**src/hps_pkg.sv**
```systemverilog
package hps_pkg;
	// ----------------------------------------------------------------
	// command latch bit positions
	// ----------------------------------------------------------------
	localparam int unsigned CMD_LED_ON = 1;
	localparam int unsigned CMD_ALL_OFF = 2;
	localparam int unsigned CMD_RST_ASSERT = 3;
	localparam int unsigned CMD_IGN_POS12 = 4;
	localparam int unsigned CMD_IGN_NEG12 = 5;
	// no override after power arrives
	localparam logic [7:0] CMD_RESET = 8'h00;

	// ----------------------------------------------------------------
	// serial target
	// ----------------------------------------------------------------
	localparam logic [1:0] ADDR_TOP = 2'h3;
	localparam logic [4:0] ADDR_SEL_LOW = 5'h08;
	localparam logic [4:0] ADDR_SEL_HIGH = 5'h17;
	localparam logic [3:0] BIT_LAST = 4'h7;

	// ----------------------------------------------------------------
	// timing
	// ----------------------------------------------------------------
	localparam int unsigned CLK_MHZ = 100;
	localparam int unsigned FILT_NS = 35000;
	localparam int unsigned FILT_CYC = FILT_NS * CLK_MHZ / 1000;
	localparam logic [11:0] FILT_CNT = 12'(FILT_CYC);

	// supply indices and fault codes
	localparam int unsigned NSUP = 4;
	localparam logic [1:0] SUP_3V = 2'h0;
	localparam logic [1:0] SUP_5V = 2'h1;
	localparam logic [1:0] SUP_12V = 2'h2;
	localparam logic [1:0] SUP_NEG = 2'h3;
	// reported code {bit1, bit0}; 5V and 12V are not the index order
	localparam logic [1:0] CODE_3V = 2'h0;
	localparam logic [1:0] CODE_5V = 2'h2;
	localparam logic [1:0] CODE_12V = 2'h1;
	localparam logic [1:0] CODE_NEG = 2'h3;

	typedef enum logic [1:0]
	{
		SEQ_OFF = 2'h0,
		SEQ_RAMP = 2'h1,
		SEQ_ON = 2'h3,
		SEQ_DOWN = 2'h2
	} hps_seq_e;
endpackage : hps_pkg

```
**src/hps_sync.sv**
```systemverilog
`timescale 1ns/1ns
// two-flop synchroniser for pin inputs
module hps_sync #(
	parameter int unsigned W = 1
) (
	input wire logic CLK,
	input wire logic RST_N,
	input wire logic [W-1:0] D,
	output logic [W-1:0] Q
);
	typedef struct packed
	{
		logic [W-1:0] s1_r;
		logic [W-1:0] s2_r;
	} hps_sync_s;

	hps_sync_s st_r;
	hps_sync_s st_nxt;

	// first stage feeds only the second
	always_comb
	begin
		st_nxt.s1_r = D;
		st_nxt.s2_r = st_r.s1_r;
	end

	always_ff @(posedge CLK or negedge RST_N)
	begin
		if (!RST_N)
			st_r <= '0;
		else
			st_r <= st_nxt;
	end

	assign Q = st_r.s2_r;
endmodule : hps_sync

```
**src/hps_filt.sv**
```systemverilog
`timescale 1ns/1ns
// overcurrent persistence filter, one per supply
module hps_filt (
	input wire logic CLK,
	input wire logic RST_N,
	input wire logic OC,
	input wire logic CLR,
	output logic TRIP
);
	typedef struct packed
	{
		logic [11:0] cnt_r;
		logic trip_r;
	} hps_filt_s;

	hps_filt_s st_r;
	hps_filt_s st_nxt;

	// count persisting condition, drop on any gap; trip holds till cleared
	always_comb
	begin
		st_nxt = st_r;
		if (!OC)
			st_nxt.cnt_r = '0;
		else if (st_r.cnt_r != hps_pkg::FILT_CNT)
			st_nxt.cnt_r = st_r.cnt_r + 12'h001;
		if (CLR)
			st_nxt.trip_r = 1'b0;
		else if (OC && st_r.cnt_r == hps_pkg::FILT_CNT)
			st_nxt.trip_r = 1'b1;
	end

	always_ff @(posedge CLK or negedge RST_N)
	begin
		if (!RST_N)
			st_r <= '0;
		else
			st_r <= st_nxt;
	end

	assign TRIP = st_r.trip_r;
endmodule : hps_filt

```
**src/hps_top.sv**
```systemverilog
`timescale 1ns/1ns
// How it works
// - command bits ignore_pos12 and ignore_neg12 mask faults of the +12V and -12V supplies.
// - once supplies are good local reset follows incoming reset, and rst_assert_cmd forces it low.
// - a high board select or all_off_cmd starts power-down and opens all four switches.
// - led_on_cmd lights the status LED regardless of the local reset.
// - the status byte is code2, code1, good, local reset, incoming reset, code bit1, bit0, fault.
// - with fault low the two code bits name the faulting supply; with fault high they mean nothing.
// - the serial target answers only send byte and receive byte transactions.
// - one address-select input picks the target address out of the two allowed.
// - power-up starts on a falling board select or a serial power cycle.
// - current-limit faults are blanked until the timer threshold is crossed.
// - the board-board_ok_n output goes low only when every supply is good.
// - after power-down completes the status LED lights for removal.
// - before power-up local reset is held, LED lit and switches off.
// - the command latch resets to no override when power arrives.
// - a serial command aborts the connection sequence at once.
// - each supply's overcurrent trips the breaker after persisting 35 us.
module hps_top (
	input wire logic CLK,
	input wire logic RST_N,
	input wire logic SCL,
	input wire logic SDA_IN,
	output logic SDA_OUT,
	output logic SDA_OE,
	input wire logic ADDR_SEL,
	input wire logic BOARD_SELECT_N,
	input wire logic INCOMING_RST_PIN,
	input wire logic BOARD_POWER_CODE1_N,
	input wire logic BOARD_POWER_CODE2_N,
	input wire logic [3:0] SUPPLY_GOOD,
	input wire logic [3:0] OVER_CURRENT,
	input wire logic TIMER_DONE,
	output logic [3:0] SWITCH_ON,
	output logic LOCAL_RST_PIN_N,
	output logic STATUS_LED,
	output logic BOARD_OK_N,
	output logic FAULT_N,
	output logic SUPPLY_CODE_BIT0,
	output logic SUPPLY_CODE_BIT1
);
	// ----------------------------------------------------------------
	// pin synchronisers
	// ----------------------------------------------------------------
	localparam int unsigned NPIN = 16;
	logic [NPIN-1:0] pins_s;
	logic scl_s, sda_s, asel_s, bsel_s, rstin_s, pc1_s, pc2_s, tmr_s;
	logic [3:0] good_s, oc_s;

	hps_sync #(.W(NPIN)) u_sync (
		.CLK(CLK),
		.RST_N(RST_N),
		.D({SCL, SDA_IN, ADDR_SEL, BOARD_SELECT_N, INCOMING_RST_PIN,
			BOARD_POWER_CODE1_N, BOARD_POWER_CODE2_N, TIMER_DONE,
			SUPPLY_GOOD, OVER_CURRENT}),
		.Q(pins_s)
	);
	assign {scl_s, sda_s, asel_s, bsel_s, rstin_s, pc1_s, pc2_s, tmr_s,
		good_s, oc_s} = pins_s;

	// ----------------------------------------------------------------
	// state
	// ----------------------------------------------------------------
	typedef enum logic [2:0]
	{
		I2C_IDLE = 3'h0,
		I2C_ADDR = 3'h1,
		I2C_AACK = 3'h3,
		I2C_WDAT = 3'h2,
		I2C_DACK = 3'h6,
		I2C_RDAT = 3'h7,
		I2C_RACK = 3'h5,
		I2C_SKIP = 3'h4
	} hps_i2c_e;

	typedef struct packed
	{
		logic scl_d_r;
		logic sda_d_r;
		logic bsel_d_r;
		hps_i2c_e i2c_r;
		logic [3:0] bit_r;
		logic [7:0] sh_r;
		logic rw_r;
		logic sda_oe_r;
		logic [7:0] cmd_r;
		logic cyc_r;
		hps_pkg::hps_seq_e seq_r;
		logic [1:0] code_r;
		logic fault_r;
		logic lrst_r;
		logic ok_r;
		logic led_r;
	} hps_top_s;

	hps_top_s st_r;
	hps_top_s st_nxt;

	logic [3:0] trip;
	logic [3:0] oc_en;
	logic clr_trip;
	logic [3:0] ign;
	logic [7:0] status;
	logic [6:0] my_addr;

	// ----------------------------------------------------------------
	// breaker filters, blanked until the timer threshold
	// ----------------------------------------------------------------
	assign clr_trip = st_r.seq_r == hps_pkg::SEQ_OFF;
	// an ignored supply must not leave a latched trip behind for later
	assign ign[hps_pkg::SUP_3V] = 1'b0;
	assign ign[hps_pkg::SUP_5V] = 1'b0;
	assign ign[hps_pkg::SUP_12V] = st_r.cmd_r[hps_pkg::CMD_IGN_POS12];
	assign ign[hps_pkg::SUP_NEG] = st_r.cmd_r[hps_pkg::CMD_IGN_NEG12];
	genvar gi;
	generate
		for (gi = 0; gi < hps_pkg::NSUP; gi++)
		begin : g_filt
			// current limit ignored during the ramp blanking
			assign oc_en[gi] = oc_s[gi] && (st_r.seq_r != hps_pkg::SEQ_RAMP
				|| tmr_s);
			hps_filt u_filt (
				.CLK(CLK),
				.RST_N(RST_N),
				.OC(oc_en[gi]),
				.CLR(clr_trip || ign[gi]),
				.TRIP(trip[gi])
			);
		end
	endgenerate

	// status byte layout
	assign status = {pc2_s, pc1_s, ~st_r.ok_r, st_r.lrst_r, rstin_s,
		st_r.code_r[1], st_r.code_r[0], st_r.fault_r};

	// address: fixed top bits plus one of two select values
	assign my_addr = {hps_pkg::ADDR_TOP,
		asel_s ? hps_pkg::ADDR_SEL_HIGH : hps_pkg::ADDR_SEL_LOW};

	// ----------------------------------------------------------------
	// next state
	// ----------------------------------------------------------------
	always_comb
	begin
		logic scl_rise, scl_fall, start, stop, off_req, eff_fault;
		logic [3:0] tr_m;
		scl_rise = 1'b0;
		scl_fall = 1'b0;
		start = 1'b0;
		stop = 1'b0;
		off_req = 1'b0;
		eff_fault = 1'b0;
		tr_m = '0;
		st_nxt = st_r;
		st_nxt.scl_d_r = scl_s;
		st_nxt.sda_d_r = sda_s;
		st_nxt.bsel_d_r = bsel_s;
		scl_rise = scl_s && !st_r.scl_d_r;
		scl_fall = !scl_s && st_r.scl_d_r;
		start = scl_s && st_r.scl_d_r && st_r.sda_d_r && !sda_s;
		stop = scl_s && st_r.scl_d_r && !st_r.sda_d_r && sda_s;

		// serial target: only send byte and receive byte
		if (start)
		begin
			st_nxt.i2c_r = I2C_ADDR;
			st_nxt.bit_r = '0;
			st_nxt.sda_oe_r = 1'b0;
		end
		else if (stop)
		begin
			st_nxt.i2c_r = I2C_IDLE;
			st_nxt.sda_oe_r = 1'b0;
		end
		else
		begin
			unique case (st_r.i2c_r)
				I2C_IDLE, I2C_SKIP:
					st_nxt.sda_oe_r = 1'b0;
				I2C_ADDR:
					if (scl_rise)
					begin
						st_nxt.sh_r = {st_r.sh_r[6:0], sda_s};
						st_nxt.bit_r = st_r.bit_r + 4'h1;
					end
					else if (scl_fall && st_r.bit_r == 4'h8)
					begin
						st_nxt.bit_r = '0;
						st_nxt.rw_r = st_r.sh_r[0];
						if (st_r.sh_r[7:1] == my_addr)
						begin
							st_nxt.i2c_r = I2C_AACK;
							st_nxt.sda_oe_r = 1'b1;
						end
						else
							st_nxt.i2c_r = I2C_SKIP;
					end
				I2C_AACK:
					if (scl_fall)
					begin
						st_nxt.sda_oe_r = 1'b0;
						if (st_r.rw_r)
						begin
							// sample pins at read start
							st_nxt.sh_r = status;
							st_nxt.sda_oe_r = !status[7];
							st_nxt.i2c_r = I2C_RDAT;
						end
						else
							st_nxt.i2c_r = I2C_WDAT;
					end
				I2C_WDAT:
					if (scl_rise)
					begin
						st_nxt.sh_r = {st_r.sh_r[6:0], sda_s};
						st_nxt.bit_r = st_r.bit_r + 4'h1;
					end
					else if (scl_fall && st_r.bit_r == 4'h8)
					begin
						st_nxt.i2c_r = I2C_DACK;
						st_nxt.sda_oe_r = 1'b1;
						// command takes effect at data acknowledge
						st_nxt.cmd_r = st_r.sh_r;
					end
				I2C_DACK:
					if (scl_fall)
					begin
						// further bytes are not acknowledged
						st_nxt.sda_oe_r = 1'b0;
						st_nxt.i2c_r = I2C_SKIP;
					end
				I2C_RDAT:
					if (scl_fall)
					begin
						if (st_r.bit_r == hps_pkg::BIT_LAST)
						begin
							st_nxt.sda_oe_r = 1'b0;
							st_nxt.i2c_r = I2C_RACK;
						end
						else
						begin
							st_nxt.sh_r = {st_r.sh_r[6:0], 1'b0};
							st_nxt.sda_oe_r = !st_r.sh_r[6];
							st_nxt.bit_r = st_r.bit_r + 4'h1;
						end
					end
				I2C_RACK:
					// single byte read only
					if (scl_fall)
						st_nxt.i2c_r = I2C_SKIP;
			endcase
		end

		// masked fault sources and priority code
		tr_m = trip;
		if (st_r.cmd_r[hps_pkg::CMD_IGN_POS12])
			tr_m[hps_pkg::SUP_12V] = 1'b0;
		if (st_r.cmd_r[hps_pkg::CMD_IGN_NEG12])
			tr_m[hps_pkg::SUP_NEG] = 1'b0;
		eff_fault = |tr_m;
		if (eff_fault && st_r.fault_r)
		begin
			st_nxt.fault_r = 1'b0;
			if (tr_m[hps_pkg::SUP_3V])
				st_nxt.code_r = hps_pkg::CODE_3V;
			else if (tr_m[hps_pkg::SUP_5V])
				st_nxt.code_r = hps_pkg::CODE_5V;
			else if (tr_m[hps_pkg::SUP_12V])
				st_nxt.code_r = hps_pkg::CODE_12V;
			else
				st_nxt.code_r = hps_pkg::CODE_NEG;
		end

		// power sequencer; all_off overrides select, serial abort at once
		off_req = bsel_s || st_r.cmd_r[hps_pkg::CMD_ALL_OFF];
		st_nxt.cyc_r = st_r.cmd_r[hps_pkg::CMD_ALL_OFF];
		unique case (st_r.seq_r)
			hps_pkg::SEQ_OFF:
				// falling select, or all_off released = power cycle;
				// no restart of its own after a fault
				if (!off_req && ((st_r.bsel_d_r && !bsel_s) ||
					st_r.cyc_r))
				begin
					st_nxt.seq_r = hps_pkg::SEQ_RAMP;
					st_nxt.fault_r = 1'b1;
				end
			hps_pkg::SEQ_RAMP, hps_pkg::SEQ_ON:
				if (off_req || eff_fault)
					st_nxt.seq_r = hps_pkg::SEQ_DOWN;
				else if (&good_s && tmr_s)
					st_nxt.seq_r = hps_pkg::SEQ_ON;
			hps_pkg::SEQ_DOWN:
				// complete once every output has collapsed
				if (good_s == 4'h0)
					st_nxt.seq_r = hps_pkg::SEQ_OFF;
		endcase

		// outputs
		st_nxt.ok_r = st_r.seq_r == hps_pkg::SEQ_ON && &good_s;
		st_nxt.lrst_r = st_nxt.ok_r && rstin_s &&
			!st_r.cmd_r[hps_pkg::CMD_RST_ASSERT];
		st_nxt.led_r = st_r.cmd_r[hps_pkg::CMD_LED_ON] ||
			st_r.seq_r == hps_pkg::SEQ_OFF;
	end

	// ----------------------------------------------------------------
	// registers; power arrival resets the latch
	// ----------------------------------------------------------------
	always_ff @(posedge CLK or negedge RST_N)
	begin
		if (!RST_N)
		begin
			// edge history matches the synchronisers' zero reset,
			// so no false select fall or start follows reset
			st_r <= '0;
			st_r.fault_r <= 1'b1;
			st_r.led_r <= 1'b1;
			st_r.cmd_r <= hps_pkg::CMD_RESET;
		end
		else
			st_r <= st_nxt;
	end

	// switches only close while ramping or on
	assign SWITCH_ON = {hps_pkg::NSUP{st_r.seq_r == hps_pkg::SEQ_RAMP ||
		st_r.seq_r == hps_pkg::SEQ_ON}};
	assign SDA_OUT = 1'b0;
	assign SDA_OE = st_r.sda_oe_r;
	assign LOCAL_RST_PIN_N = st_r.lrst_r;
	assign STATUS_LED = st_r.led_r;
	assign BOARD_OK_N = ~st_r.ok_r;
	assign FAULT_N = st_r.fault_r;
	assign SUPPLY_CODE_BIT0 = st_r.code_r[0];
	assign SUPPLY_CODE_BIT1 = st_r.code_r[1];
endmodule : hps_top

```
**config.mk**
```make
export PLATFORM = sky130hd
export DESIGN_NAME = hps_top
export DESIGN_NICKNAME = d
export VERILOG_FILES = /design/src/hps_pkg.sv /design/src/hps_sync.sv /design/src/hps_filt.sv /design/src/hps_top.sv
export SDC_FILE = /design/constraint.sdc
export NUM_CORES = 1
export LEC_CHECK = 0
export BUFFER_PORTS_ARGS = -buffer_cell sky130_fd_sc_hd__buf_2
export CAP_MARGIN = 10
export CORE_MARGIN = 3
export CORE_UTILIZATION = 25
export CTS_CLUSTER_SIZE = 8
export DETAILED_ROUTE_END_ITERATION = 8
export GPL_ROUTABILITY_DRIVEN = 0
export GPL_TIMING_DRIVEN = 0
export PLACE_DENSITY_LB_ADDON = 0.05
export SYNTH_ARGS = -nofsm -noshare
export SYNTH_HDL_FRONTEND = slang
export SYNTH_HIERARCHICAL = 1
export SYNTH_SLANG_ARGS = --single-unit
```
**constraint.sdc**
```tcl
create_clock -name CLK -period 1.8 [get_ports CLK]
set_input_delay 0.36 -clock CLK [delete_from_list [all_inputs] [get_ports CLK]]
set_output_delay 0.36 -clock CLK [all_outputs]
set_load 0.05 [all_outputs]
```
==> qor_table.md, run 1 <==
| Parameter | Reported |
| --- | --- |
| Result of the run | complete, but fails checks |
| Violated checks | negative setup slack |
| #FFs+latches synth | 118 |
| TritonCTS Buffers | 17 |
| Post-Syn Area | 5690 um2 |
| Global-route wire length before repair | 24.0 mm |
| CP startpoint | st_r[31]$_DFFE_PN0P_ |
| DRT iter0 DRCs | 197 |
| Final Routed Wirelength | 14.1 mm |
| Max Freq | 550 MHz |
| Area growth syn-to-layout | 26.5% |
| Number of warnings issued by yosys | 6 |
| P per Cell Area | 1080 nW/um2 |
| Pin slew with the least headroom to its limit | 0.635 ns |
| DR WL met2 | 6.54 mm |
| Data required time at the worst endpoint | 2.10 ns |
| Endpoint of the most critical setup path | st_r[24]$_DFFE_PN0P_ |
| Mean routed wirelength per cell | 15.5 um |
| Final setup skew | 0.00773 ns |
| Number of nets at the end of the flow | 645 |
| Clock latency at the later pin of the worst-skew pair | 0.42 ns |
| Fraction of the yosys area taken by sequential cells | 51.9% |
| Multi-input gate area | 2640 um2 |
| Seq. cell area | 2960 um2 |
| Unrepaired setup endpoints after global routing | true |
| Largest net degree at the start of global routing | 61 |
| Vias in the first global route | 4,535 |
| Cell types with the largest area share after synthesis | dfrtp_1 (51%), a21oi_1 (3.3%), nand2_1 (3.0%) |
| Library cell occupying the most area in the post-synthesis netlist | dfrtp_1 |
| Final Cycle Share | 101% |
| Async SR Flop Fraction | 100% |
| Number of design rule violations left after detail routing | 0 |
| Area after DPL | 6220 um2 |
| Maximum root-to-sink buffer count | 2 |
| Share of Yosys cell area claimed by the top area cell type | 51.0% |
| Count of flip-flops with a built-in enable after synthesis | 0 |
| Amount of wire on met3 after detailed routing | 475 um |
| Count of final max-slew check failures | 0 |
| Post-synthesis instance total | 548 |
| Number of port buffers | 28 |
| Final critical-path setup slack | -0.0186 ns |
| Setup TNS after final layout | -0.0296 ns |
| Share of cells above drive strength 1 | 26.2% |
| Remaining global-route overflow | 0 |
| Launch point of the worst hold path | OVER_CURRENT[0] |
| Core Rows | 54 |
| CTS tree | yes |
| Total Routing Usage GR | 12.2% |
| Maximum resistive drop on vdd | 457 uV |
| Clk pin slew, worst setup/hold paths | 0.06 ns |
| Number of antenna violations at the first check in global routing | 0 |
| Setup crit end kind | flop |
| Top Metal Used | met4 |
| Area enclosed by the die boundary | 24,600 um2 |
| Max_slew headroom | 57.5% |
| Floorplan die height | 157 um |
| CP startpoint kind | flop |
| Root Driver | clkbuf_16 |
| HPWL after detailed placement | 9.33 mm |
| Post-Synthesis Net Count | 576 |
| Number of distinct library cells after synthesis | 68 |
| Ant. Diodes | 0 |
| Maximum net fanout on the critical path | 7 |
| Reg-to-reg critical path startpoint | st_r[31]$_DFFE_PN0P_ |
| Cell area after layout | 7200 um2 |
| Hold Vio Cnt, Final | 0 |
| Crit path DAT | 2.12 ns |
| Top-Level Pins | 30 |
| Max-cap violations | 0 |
| Setup Crit Path Kind | reg2reg |
| Setup-failing EPs final | 2 |
| Count of filler cells inserted in the layout | 2,261 |
| Vias per cell | 4.93 |
| Drt first pass iters | 5 |
| Core area | 22,100 um2 |
| Wire length on met1 | 6.90 mm |
| Final period demand of the worst path | 1.82 ns |
| Predominant post-synthesis flop cell | dfrtp_1 |
| Flop2flop setup slack | -0.02 ns |
| Number of vias after detailed routing | 4,483 |
| Endpoint of the lowest-slack register-to-register path | st_r[24]$_DFFE_PN0P_ |
| CTS HTree Levels | 4 |
| Horiz. Die Dim | 157 um |
| Cell leakage power | 2.98 nW |
| Initial Util | 25.8% |
| Hold Crit Class | in2reg |
| Depth of the most critical reg-to-reg path | 5 |
| Number of clock sinks | 118 |
| Avg Synthesized Cell Area | 10.4 um2 |
| Final antenna-violating net count | 0 |
## layout make-up
class,count,area share [%]
clock inverter,12,2.45
buffer,12,1.20
sequential,118,41.2
tap,280,4.86
timing repair buffer,53,5.30
multi-input combinational,377,36.6
clock buffer,20,6.34
inverter,38,2.08
## state kept, by name, summed over array words and instances, names as in the netlist, 2 cells and up
signal	count
u_sync/Q	16
u_sync/st_nxt	16
g_filt.u_filt/st_r	48
st_r	25
ign	2
g_filt.u_filt/TRIP	4
## what timing repair did
action | CTS | global route
hold buffers | 1 | 0
cloned | 1 | 0
resized for setup | 31 | 31
pin swaps | 9 | 8
setup buffers | 11 | 11
endpoints found under the setup margin | 77 | 32
endpoints found under the hold margin | 58 | 0
## stage by stage
stage / setup slack, ns / hold slack (ns) / instances / util [%] / power (mW)
final: -0.0186 / 0.0468 / 910 / 32.6 / 7.81
after CTS: -0.0375 / 0.0205 / 899 / 31.8 / 7.81
after global routing: -0.103 / 0.0225 / 910 / 32.6 / 8.21
after floorplan: -0.00658 / 0.0644 / 548 / - / 3.69
after detailed placement: -0.316 / 0.335 / 857 / 28.2 / 4.00
after global placement: -1.33 / 0.339 / 856 / 28.0 / 3.98
## how the worst min path moves through the flow
stage                                   to  slack (ns)  cells after the start
4_1_cts         u_sync/st_nxt[0]$_DFF_PN0_        0.02                      1
3_3_place_gp         u_sync/Q[9]$_DFF_PN0_        0.34                      0
3_5_place_dp         u_sync/Q[8]$_DFF_PN0_        0.33                      0
2_1_floorplan    LOCAL_RST_PIN_N$_DFF_PN0_        0.06                      0
5_1_grt        u_sync/st_nxt[13]$_DFF_PN0_        0.02                      1
6_report        u_sync/st_nxt[0]$_DFF_PN0_        0.05                      1
## synth_stat cells, types with 5 or more instances
cell	instances
dfrtp_1	116
nand2_1	45
a21oi_1	37
inv_1	34
o21ai_0	30
nor2_1	25
nand3_1	21
a31oi_1	19
o31ai_1	16
or3_1	13
or4_1	11
ha_1	10
mux2_2	9
nand2b_1	9
nor4_1	9
a211oi_1	7
mux2i_1	7
nand4_1	7
nor3_1	7
and3_1	6
nand4b_1	6
nor2b_1	6
buf_4	5
clkbuf_1	5
## layout by cell type (no fill, tap or decap), types with 8 or more instances in the layout
| cell | netlist | layout |
|---|---|---|
| dfrtp_1 | 116 | 109 |
| nand2_1 | 45 | 45 |
| a21oi_1 | 37 | 37 |
| inv_1 | 34 | 31 |
| o21ai_0 | 30 | 29 |
| buf_4 | 5 | 29 |
| buf_2 | 4 | 24 |
| nand3_1 | 21 | 21 |
| nor2_1 | 25 | 19 |
| a31oi_1 | 19 | 19 |
| clkbuf_16 | 0 | 17 |
| o31ai_1 | 16 | 16 |
| or3_1 | 13 | 13 |
| or4_1 | 11 | 11 |
| nor4_1 | 9 | 9 |
| nand2b_1 | 9 | 8 |
| ha_1 | 10 | 8 |
## power by group
part	switching, mW	internal, mW	leakage, nW
Combinational	0.575	0.465	1.14
Sequential	0.239	2.88	1.53
Clock	1.26	2.39	0.306
## worst max-delay path, cell delays in order (launching register included)
cell	delay, ns
dfrtp_2	0.47
xnor2_2	0.17
or3_4	0.37
a221oi_4	0.23
buf_6	0.16
mux2_4	0.29
## layer usage
layer  global-route usage [%]  up-vias
li1                         -     2189
met1                     17.0     2208
met2                     18.3       77
met3                     2.64        9
met4                     5.13        0
met5                        0        -
## cell families after synthesis
group | after synthesis | share of synthesized area, %
AO/OA/AOI/OAI | 144 | 16.7
XOR/XNOR | 3 | 0.462
adder cells (fa/ha/maj) | 10 | 2.20
buffers and inverters | 53 | 4.04
flip-flops | 118 | 51.9
multiplexers | 16 | 3.01
other | 1 | 0.0659
AND/OR/NAND/NOR | 203 | 21.6
No activity file was read; power rests on OpenSTA's default activity.
==> run 2, diff against run 1 <==
ABC_AREA = 1   (was not set)
GPL_TIMING_DRIVEN = not set   (was 0)
==> qor_table.md, run 2 <==
| Parameter | Reported |
| --- | --- |
| #FFs+latches synth | 118 |
| Switching Share | 31.9% |
| Count of final max-slew check failures | 0 |
| Largest family of logic cells by synthesized area | simple AND/OR/NAND/NOR gates |
| Registers with the most flip-flops | g_filt.u_filt/st_r: 48 flops, st_r: 25 flops |
| Final antenna-violating net count | 0 |
| Most frequent cell after synthesis | nand2_1 |
| Commonest cells in the synthesized netlist | nand2_1 (227), nor2_1 (123), dfrtp_1 (116), inv_1 (110), nand3_1 (54) |
| Cell leakage power | 3.57 nW |
| Number of vias after detailed routing | 5,250 |
| Top-Level Pins | 30 |
| Final critical-path setup slack | 0.177 ns |
| Result of the run | finished, final reports clean |
| Largest net degree at the start of global routing | 49 |
| Number of antenna violations at the first check in global routing | 0 |
| Max Freq | 616 MHz |
| Final period demand of the worst path | 1.62 ns |
| Net load switching power | 2.68 mW |
| Maximum resistive drop on vdd | 808 uV |
| Area after DPL | 6910 um2 |
| Relative contribution of the clock network to total power | 42.0% |
| Number of clock sinks | 118 |
| Number of design rule violations left after detail routing | 0 |
| Maximum net fanout on the critical path | 5 |
| TritonCTS Buffers | 17 |
| Core area | 24,600 um2 |
| Floorplan die height | 165 um |
| DRT iter0 DRCs | 401 |
| Amount of wire on met3 after detailed routing | 480 um |
| Clk pin slew, worst setup/hold paths | 0.06 ns |
| Clock latency at the later pin of the worst-skew pair | 0.41 ns |
| Setup TNS after final layout | 0 ns |
| Number of nets at the end of the flow | 909 |
| Setup-failing EPs final | 0 |
| Share of the synthesized area in compound gates (AO/OA/AOI/OAI) | 6.43% |
| Share of cells above drive strength 1 | 16.7% |
| Fraction of the yosys area taken by sequential cells | 46.6% |
| Avg Synthesized Cell Area | 7.60 um2 |
| Biggest cell delay along the critical path | 0.41 ns |
| Count of flip-flops with a built-in enable after synthesis | 0 |
| Wire length on met1 | 7.65 mm |
| P per Cell Area | 1120 nW/um2 |
| Ant. Diodes | 0 |
| Number of warnings issued by yosys | 6 |
| Post-synthesis xor/xnor area fraction | 0.138% |
| Simple-gate portion of the synthesized area | 36.0% |
| Vias per cell | 4.31 |
| Data required time at the worst endpoint | 2.10 ns |
| CTS HTree Levels | 4 |
| Area growth syn-to-layout | 18.9% |
| Cell types with the largest area share after synthesis | dfrtp_1 (46%), nand2_1 (13%), nor2_1 (7.3%) |
| Core Rows | 57 |
| Global-route wire length before repair | 26.0 mm |
| Post-synthesis share of cell area spent on full adders, half adders and majority gates | 1.97% |
| Initial Util | 25.8% |
| Post-synthesis instance total | 834 |
| Post-Syn Area | 6340 um2 |
| Hold Crit Class | in2reg |
| Most Frequent Cell on Critical Path | nand2_2 |
| Smallest hold slack | 0.0533 ns |
| Async SR Flop Fraction | 100% |
| Final Cycle Share | 90.2% |
| Crit path DAT | 1.92 ns |
| Seq. cell area | 2960 um2 |
| Post-layout total power | 8.41 mW |
| Setup Crit Path Kind | reg2reg |
| Cell area after layout | 7540 um2 |
| Number of port buffers | 28 |
| Number of flip-flops under the largest register name | 48 |
| Number of distinct library cells after synthesis | 40 |
| Hold Vio Cnt, Final | 0 |
| Sequential group share of total power | 37.0% |
| Post-CTS Setup Inserts | 0 |
| Final Routed Wirelength | 15.1 mm |
| Top Metal Used | met4 |
| Most common cell after layout, fill and taps aside | nand2_1 |
| Post-Synthesis Net Count | 862 |
| Cells after DPL | 1,185 |
| Final setup skew | 0.00691 ns |
| Area enclosed by the die boundary | 27,300 um2 |
| Library cell occupying the most area in the post-synthesis netlist | dfrtp_1 |
| Internal portion of total power | 5.73 mW |
| Predominant post-synthesis flop cell | dfrtp_1 |
| Remaining global-route overflow | 0 |
| Horiz. Die Dim | 165 um |
| CTS tree | yes |
| Total Routing Usage GR | 12.0% |
| Max-cap violations | 0 |
| Non-filler instance count after layout | 1,218 |
| Root Driver | clkbuf_16 |
| Logic gate share of total power | 21.0% |
| Vias in the first global route | 5,197 |
| Multi-input gate area | 2830 um2 |
| HPWL after detailed placement | 11.3 mm |
| Share of Yosys cell area claimed by the top area cell type | 45.8% |
| CP startpoint kind | flop |
| Count of filler cells inserted in the layout | 2,667 |
| Cell-by-cell listing of the critical path | inv_1 -> ha_1 -> nand3_1 -> nor2_2 -> nor2_1 -> nand2_2 -> nand2_2 -> nor2_4 -> nand2_2 -> nand2_1 -> nand2_1 |
| Fraction of the core area covered by cells at the end of the flow | 30.6% |
| Maximum root-to-sink buffer count | 2 |
| Top reg by flops | g_filt.u_filt/st_r |
| Mean routed wirelength per cell | 12.4 um |
| Unrepaired setup endpoints after global routing | false |
| DR WL met2 | 6.86 mm |
| Pre-CTS WS | 0.0974 ns |
| Top library cells by usage in the layout, fill and taps aside | nand2_1 (227), nor2_1 (123), dfrtp_1 (116) |
| Library cell contributing the largest single delay on the critical path | dfrtp_1 |
| Drt first pass iters | 4 |
| Post-synthesis mux area share | 0% |
| Setup crit end kind | flop |
==> run 2: cell count changes in the layout (fill, tap and decap cells not counted), moves of 10 or more <==
cell | previous run | this run
nand2_2 | 0 | 19
o31ai_1 | 16 | 6
a31oi_1 | 19 | 2
inv_1 | 31 | 109
or3_1 | 13 | 0
nand2_1 | 45 | 227
nor2_1 | 19 | 123
nor2_4 | 1 | 11
or4_1 | 11 | 0
a21oi_1 | 37 | 20
buf_4 | 29 | 12
nand4_1 | 7 | 26
nand3_1 | 21 | 54
==> run 2: cell type report <==
type	instances	share of cell area, %
inverter	121	6.14
sequential	118	39.2
tap	324	5.38
clock inverter	11	1.98
clock buffer	21	6.11
multi-input combinational	581	37.5
timing repair buffer	42	3.65
==> run 2: per-layer routing <==
metal | global-route usage [%] | vias up
met3 | 2.74 | 12
met1 | 16.6 | 2461
met4 | 3.58 | 0
met2 | 18.7 | 65
met5 | 0 | -
li1 | - | 2712
==> run 2: worst paths after layout <==
| check | end | slack [ns] | cells past startpoint | start |
|---|---|---|---|---|
| max | st_r[31]$_DFFE_PN0P_ | 0.18 | 11 | st_r[27]$_DFFE_PN0P_ |
| min | u_sync/st_nxt[13]$_DFF_PN0_ | 0.05 | 1 | ADDR_SEL |
| max reg2reg | st_r[31]$_DFFE_PN0P_ | 0.18 | 11 | st_r[27]$_DFFE_PN0P_ |
| min reg2reg | u_sync/Q[9]$_DFF_PN0_ | 0.35 | 0 | u_sync/st_nxt[9]$_DFF_PN0_ |
| max in group asynchronous | STATUS_LED$_DFF_PN1_ | 0.92 | 3 | RST_N |
| min in group asynchronous | g_filt[3].u_filt/st_r[12]$_DFFE_PN0P_ | 0.29 | 2 | RST_N |
==> run 2: timing repair <==
item,in CTS,in global routing
endpoints found under the hold margin,77,0
hold buffers,1,0
gates resized for setup,0,3
setup endpoints to repair,0,9
==> run 2: logic make-up after synthesis <==
kind of cell               Yosys count
AOI/OAI and AO/OA                   69
and+or+nand+nor                    500
xor gates and xnor gates             1
adders and majority gates           10
DFF                                118
buffers and inverters              135
other                                1
==> run 2: critical path: cells and delay by family (launching register included) <==
| kind | cells | cell delay (ns) |
|---|---|---|
| simple gates | 9 | 0.86 |
| flops | 1 | 0.41 |
| fa+ha+maj | 1 | 0.17 |
| buf+inv | 1 | 0.08 |
==> run 2: power groups by stage <==
stage	Sequential [mW]	Combinational (mW)	Clock, mW
2_1_floorplan	3.16	1.36	0
3_3_place_gp	3.16	1.79	0
3_5_place_dp	3.16	1.79	0
4_1_cts	3.12	1.80	3.66
5_1_grt	3.15	2.01	3.76
6_report	3.11	1.77	3.53
==> run 3, diff against run 2 <==
--- a/config.mk
+++ b/config.mk
@@ -15,4 +15,5 @@
 export GPL_ROUTABILITY_DRIVEN = 0
 export PLACE_DENSITY_LB_ADDON = 0.05
+export REMOVE_ABC_BUFFERS = 1
 export SYNTH_ARGS = -nofsm -noshare
 export SYNTH_HDL_FRONTEND = slang
==> constraint.sdc (replaced) <==
create_clock -name CLK -period 1.8 [get_ports CLK]
set_input_delay 0.27 -clock CLK [delete_from_list [all_inputs] [get_ports CLK]]
set_output_delay 0.27 -clock CLK [all_outputs]
set_load 0.05 [all_outputs]
==> qor_table.md, run 3 (synthesis gave the netlist of run 2 again) <==
| Parameter | Reported |
| --- | --- |
| Initial Util | 25.8% |
| Clock latency at the later pin of the worst-skew pair | 0.41 ns |
| Top-Level Pins | 30 |
| Max Freq | 608 MHz |
| Most Frequent Cell on Critical Path | nand2_2 |
| Fraction of the core area covered by cells at the end of the flow | 31.7% |
| Flop2flop setup slack | 0.15 ns |
| Floorplan die height | 165 um |
| Max-cap violations | 0 |
| Hold Crit Class | in2async |
| Number of antenna violations at the first check in global routing | 0 |
| Ant. Diodes | 0 |
| Final antenna-violating net count | 0 |
| Switching Share | 29.6% |
| HPWL after detailed placement | 11.3 mm |
| Unrepaired setup endpoints after global routing | false |
| Final setup skew | 0.0109 ns |
| Share of cells above drive strength 1 | 16.6% |
| Library cell contributing the largest single delay on the critical path | dfrtp_1 |
| Number of design rule violations left after detail routing | 0 |
| Hold Vio Cnt, Final | 0 |
| Total Routing Usage GR | 12.2% |
| DRT iter0 DRCs | 291 |
| CTS tree | yes |
| Root Driver | clkbuf_16 |
| Critical path buffer and inverter count | 1 |
| Cell-by-cell listing of the critical path | inv_1 -> ha_1 -> nand3_1 -> nor2_2 -> nor2_1 -> nand2_2 -> nand2_2 -> nor2_4 -> nand2_2 -> nand2_1 -> nand2_1 |
| Drt first pass iters | 4 |
| Maximum root-to-sink buffer count | 2 |
| Post-CTS Setup Inserts | 0 |
| Setup crit end kind | flop |
| Pre-CTS WS | 0.144 ns |
| Crit path DAT | 1.94 ns |
| Most common cell after layout, fill and taps aside | nand2_1 |
| Number of port buffers | 28 |
| Setup TNS after final layout | 0 ns |
| Core Rows | 57 |
| Horiz. Die Dim | 165 um |
| TritonCTS Buffers | 17 |
| Mean routed wirelength per cell | 12.2 um |
| Sequential group share of total power | 34.6% |
| P per Cell Area | 1160 nW/um2 |
| Final Routed Wirelength | 15.1 mm |
| Vias in the first global route | 5,304 |
| Clk pin slew, worst setup/hold paths | 0.06 ns |
| Top reg by flops | g_filt.u_filt/st_r |
| Final Cycle Share | 91.4% |
| Number of vias after detailed routing | 5,215 |
| Net load switching power | 2.67 mW |
| CP startpoint kind | flop |
| Kind of cell adding the most delay to the critical path | simple AND/OR/NAND/NOR gates |
| Number of clock sinks | 118 |
| Data required time at the worst endpoint | 2.10 ns |
| Largest net degree at the start of global routing | 38 |
| Maximum net fanout on the critical path | 5 |
| Registers with the most flip-flops | g_filt.u_filt/st_r: 48 flops, st_r: 25 flops |
| Vias per cell | 4.23 |
| Global-route wire length before repair | 26.4 mm |
| Post-layout total power | 9.02 mW |
| Relative contribution of the clock network to total power | 45.6% |
| Final critical-path setup slack | 0.155 ns |
| Maximum resistive drop on vdd | 552 uV |
| CTS HTree Levels | 4 |
| Area enclosed by the die boundary | 27,300 um2 |
| Core area | 24,600 um2 |
| Result of the run | finished, final reports clean |
| Number of flip-flops under the largest register name | 48 |
| Count of final max-slew check failures | 0 |
| Area growth syn-to-layout | 23.1% |
| Logic gate share of total power | 19.8% |
| Internal portion of total power | 6.35 mW |
| Final period demand of the worst path | 1.65 ns |
| Number of nets at the end of the flow | 926 |
| Cell leakage power | 3.70 nW |
| Setup-failing EPs final | 0 |
| Setup Crit Path Kind | reg2reg |
| Top library cells by usage in the layout, fill and taps aside | nand2_1 (226), nor2_1 (123), dfrtp_1 (116) |
| Remaining global-route overflow | 0 |
| Biggest cell delay along the critical path | 0.41 ns |
run 3: power groups by stage:
stage	clock, mW	combinational, mW	sequential [mW]
2_1_floorplan	0	1.05	3.33
3_3_place_gp	0	1.77	3.17
3_5_place_dp	0	1.77	3.17
4_1_cts	4.23	1.81	3.13
5_1_grt	4.37	2.04	3.17
6_report	4.11	1.78	3.12
run 3: what timing repair did:
item,in CTS,in global routing
hold buffers,17,0
setup endpoints to repair,0,7
resized for setup,0,3
endpoints found under the hold margin,39,0
run 3: through the flow:
step           instances  cell area [um2]  hold WS, ns
2_1_floorplan        820             6240      -0.0256
3_3_place_gp        1186             6920        0.248
3_5_place_dp        1186             6920        0.245
4_1_cts             1234             7800        0.344
5_1_grt             1234             7800        0.367
6_report            1234             7800        0.336
run 3: path summary, 6_finish.rpt:
check	start	end	depth (start not counted)
max	st_r[27]$_DFFE_PN0P_	st_r[32]$_DFFE_PN0P_	11
min	RST_N	g_filt[3].u_filt/st_r[4]$_DFFE_PN0P_	2
max reg2reg	st_r[27]$_DFFE_PN0P_	st_r[32]$_DFFE_PN0P_	11
min reg2reg	u_sync/st_nxt[1]$_DFF_PN0_	u_sync/Q[1]$_DFF_PN0_	0
max in group asynchronous	RST_N	g_filt[2].u_filt/st_r[9]$_DFFE_PN0P_	3
min in group CLK	u_sync/st_nxt[1]$_DFF_PN0_	u_sync/Q[1]$_DFF_PN0_	0
run 3: worst reg2reg max path, delay by kind of cell, from the launching register on:
family	cells	cell delay, ns
AND/OR/NAND/NOR	9	0.85
flip-flops	1	0.41
adder cells (fa/ha/maj)	1	0.18
buffers and inverters	1	0.09
run 3: layout make-up:
type                    count  area, um2
repair buffers             59        443
inverters                 121        459
flip-flops and latches    118       2960
fillers                  2645      16800
well taps                 324        405
multi-input cells         581       2830
clock inverters            11        243
clock buffers              20        467
run 3: routing by layer:
metal,track usage (%),wire [um]
met1,16.6,7660
met4,4.00,246
met2,19.2,6770
met3,2.82,440
met5,0,0
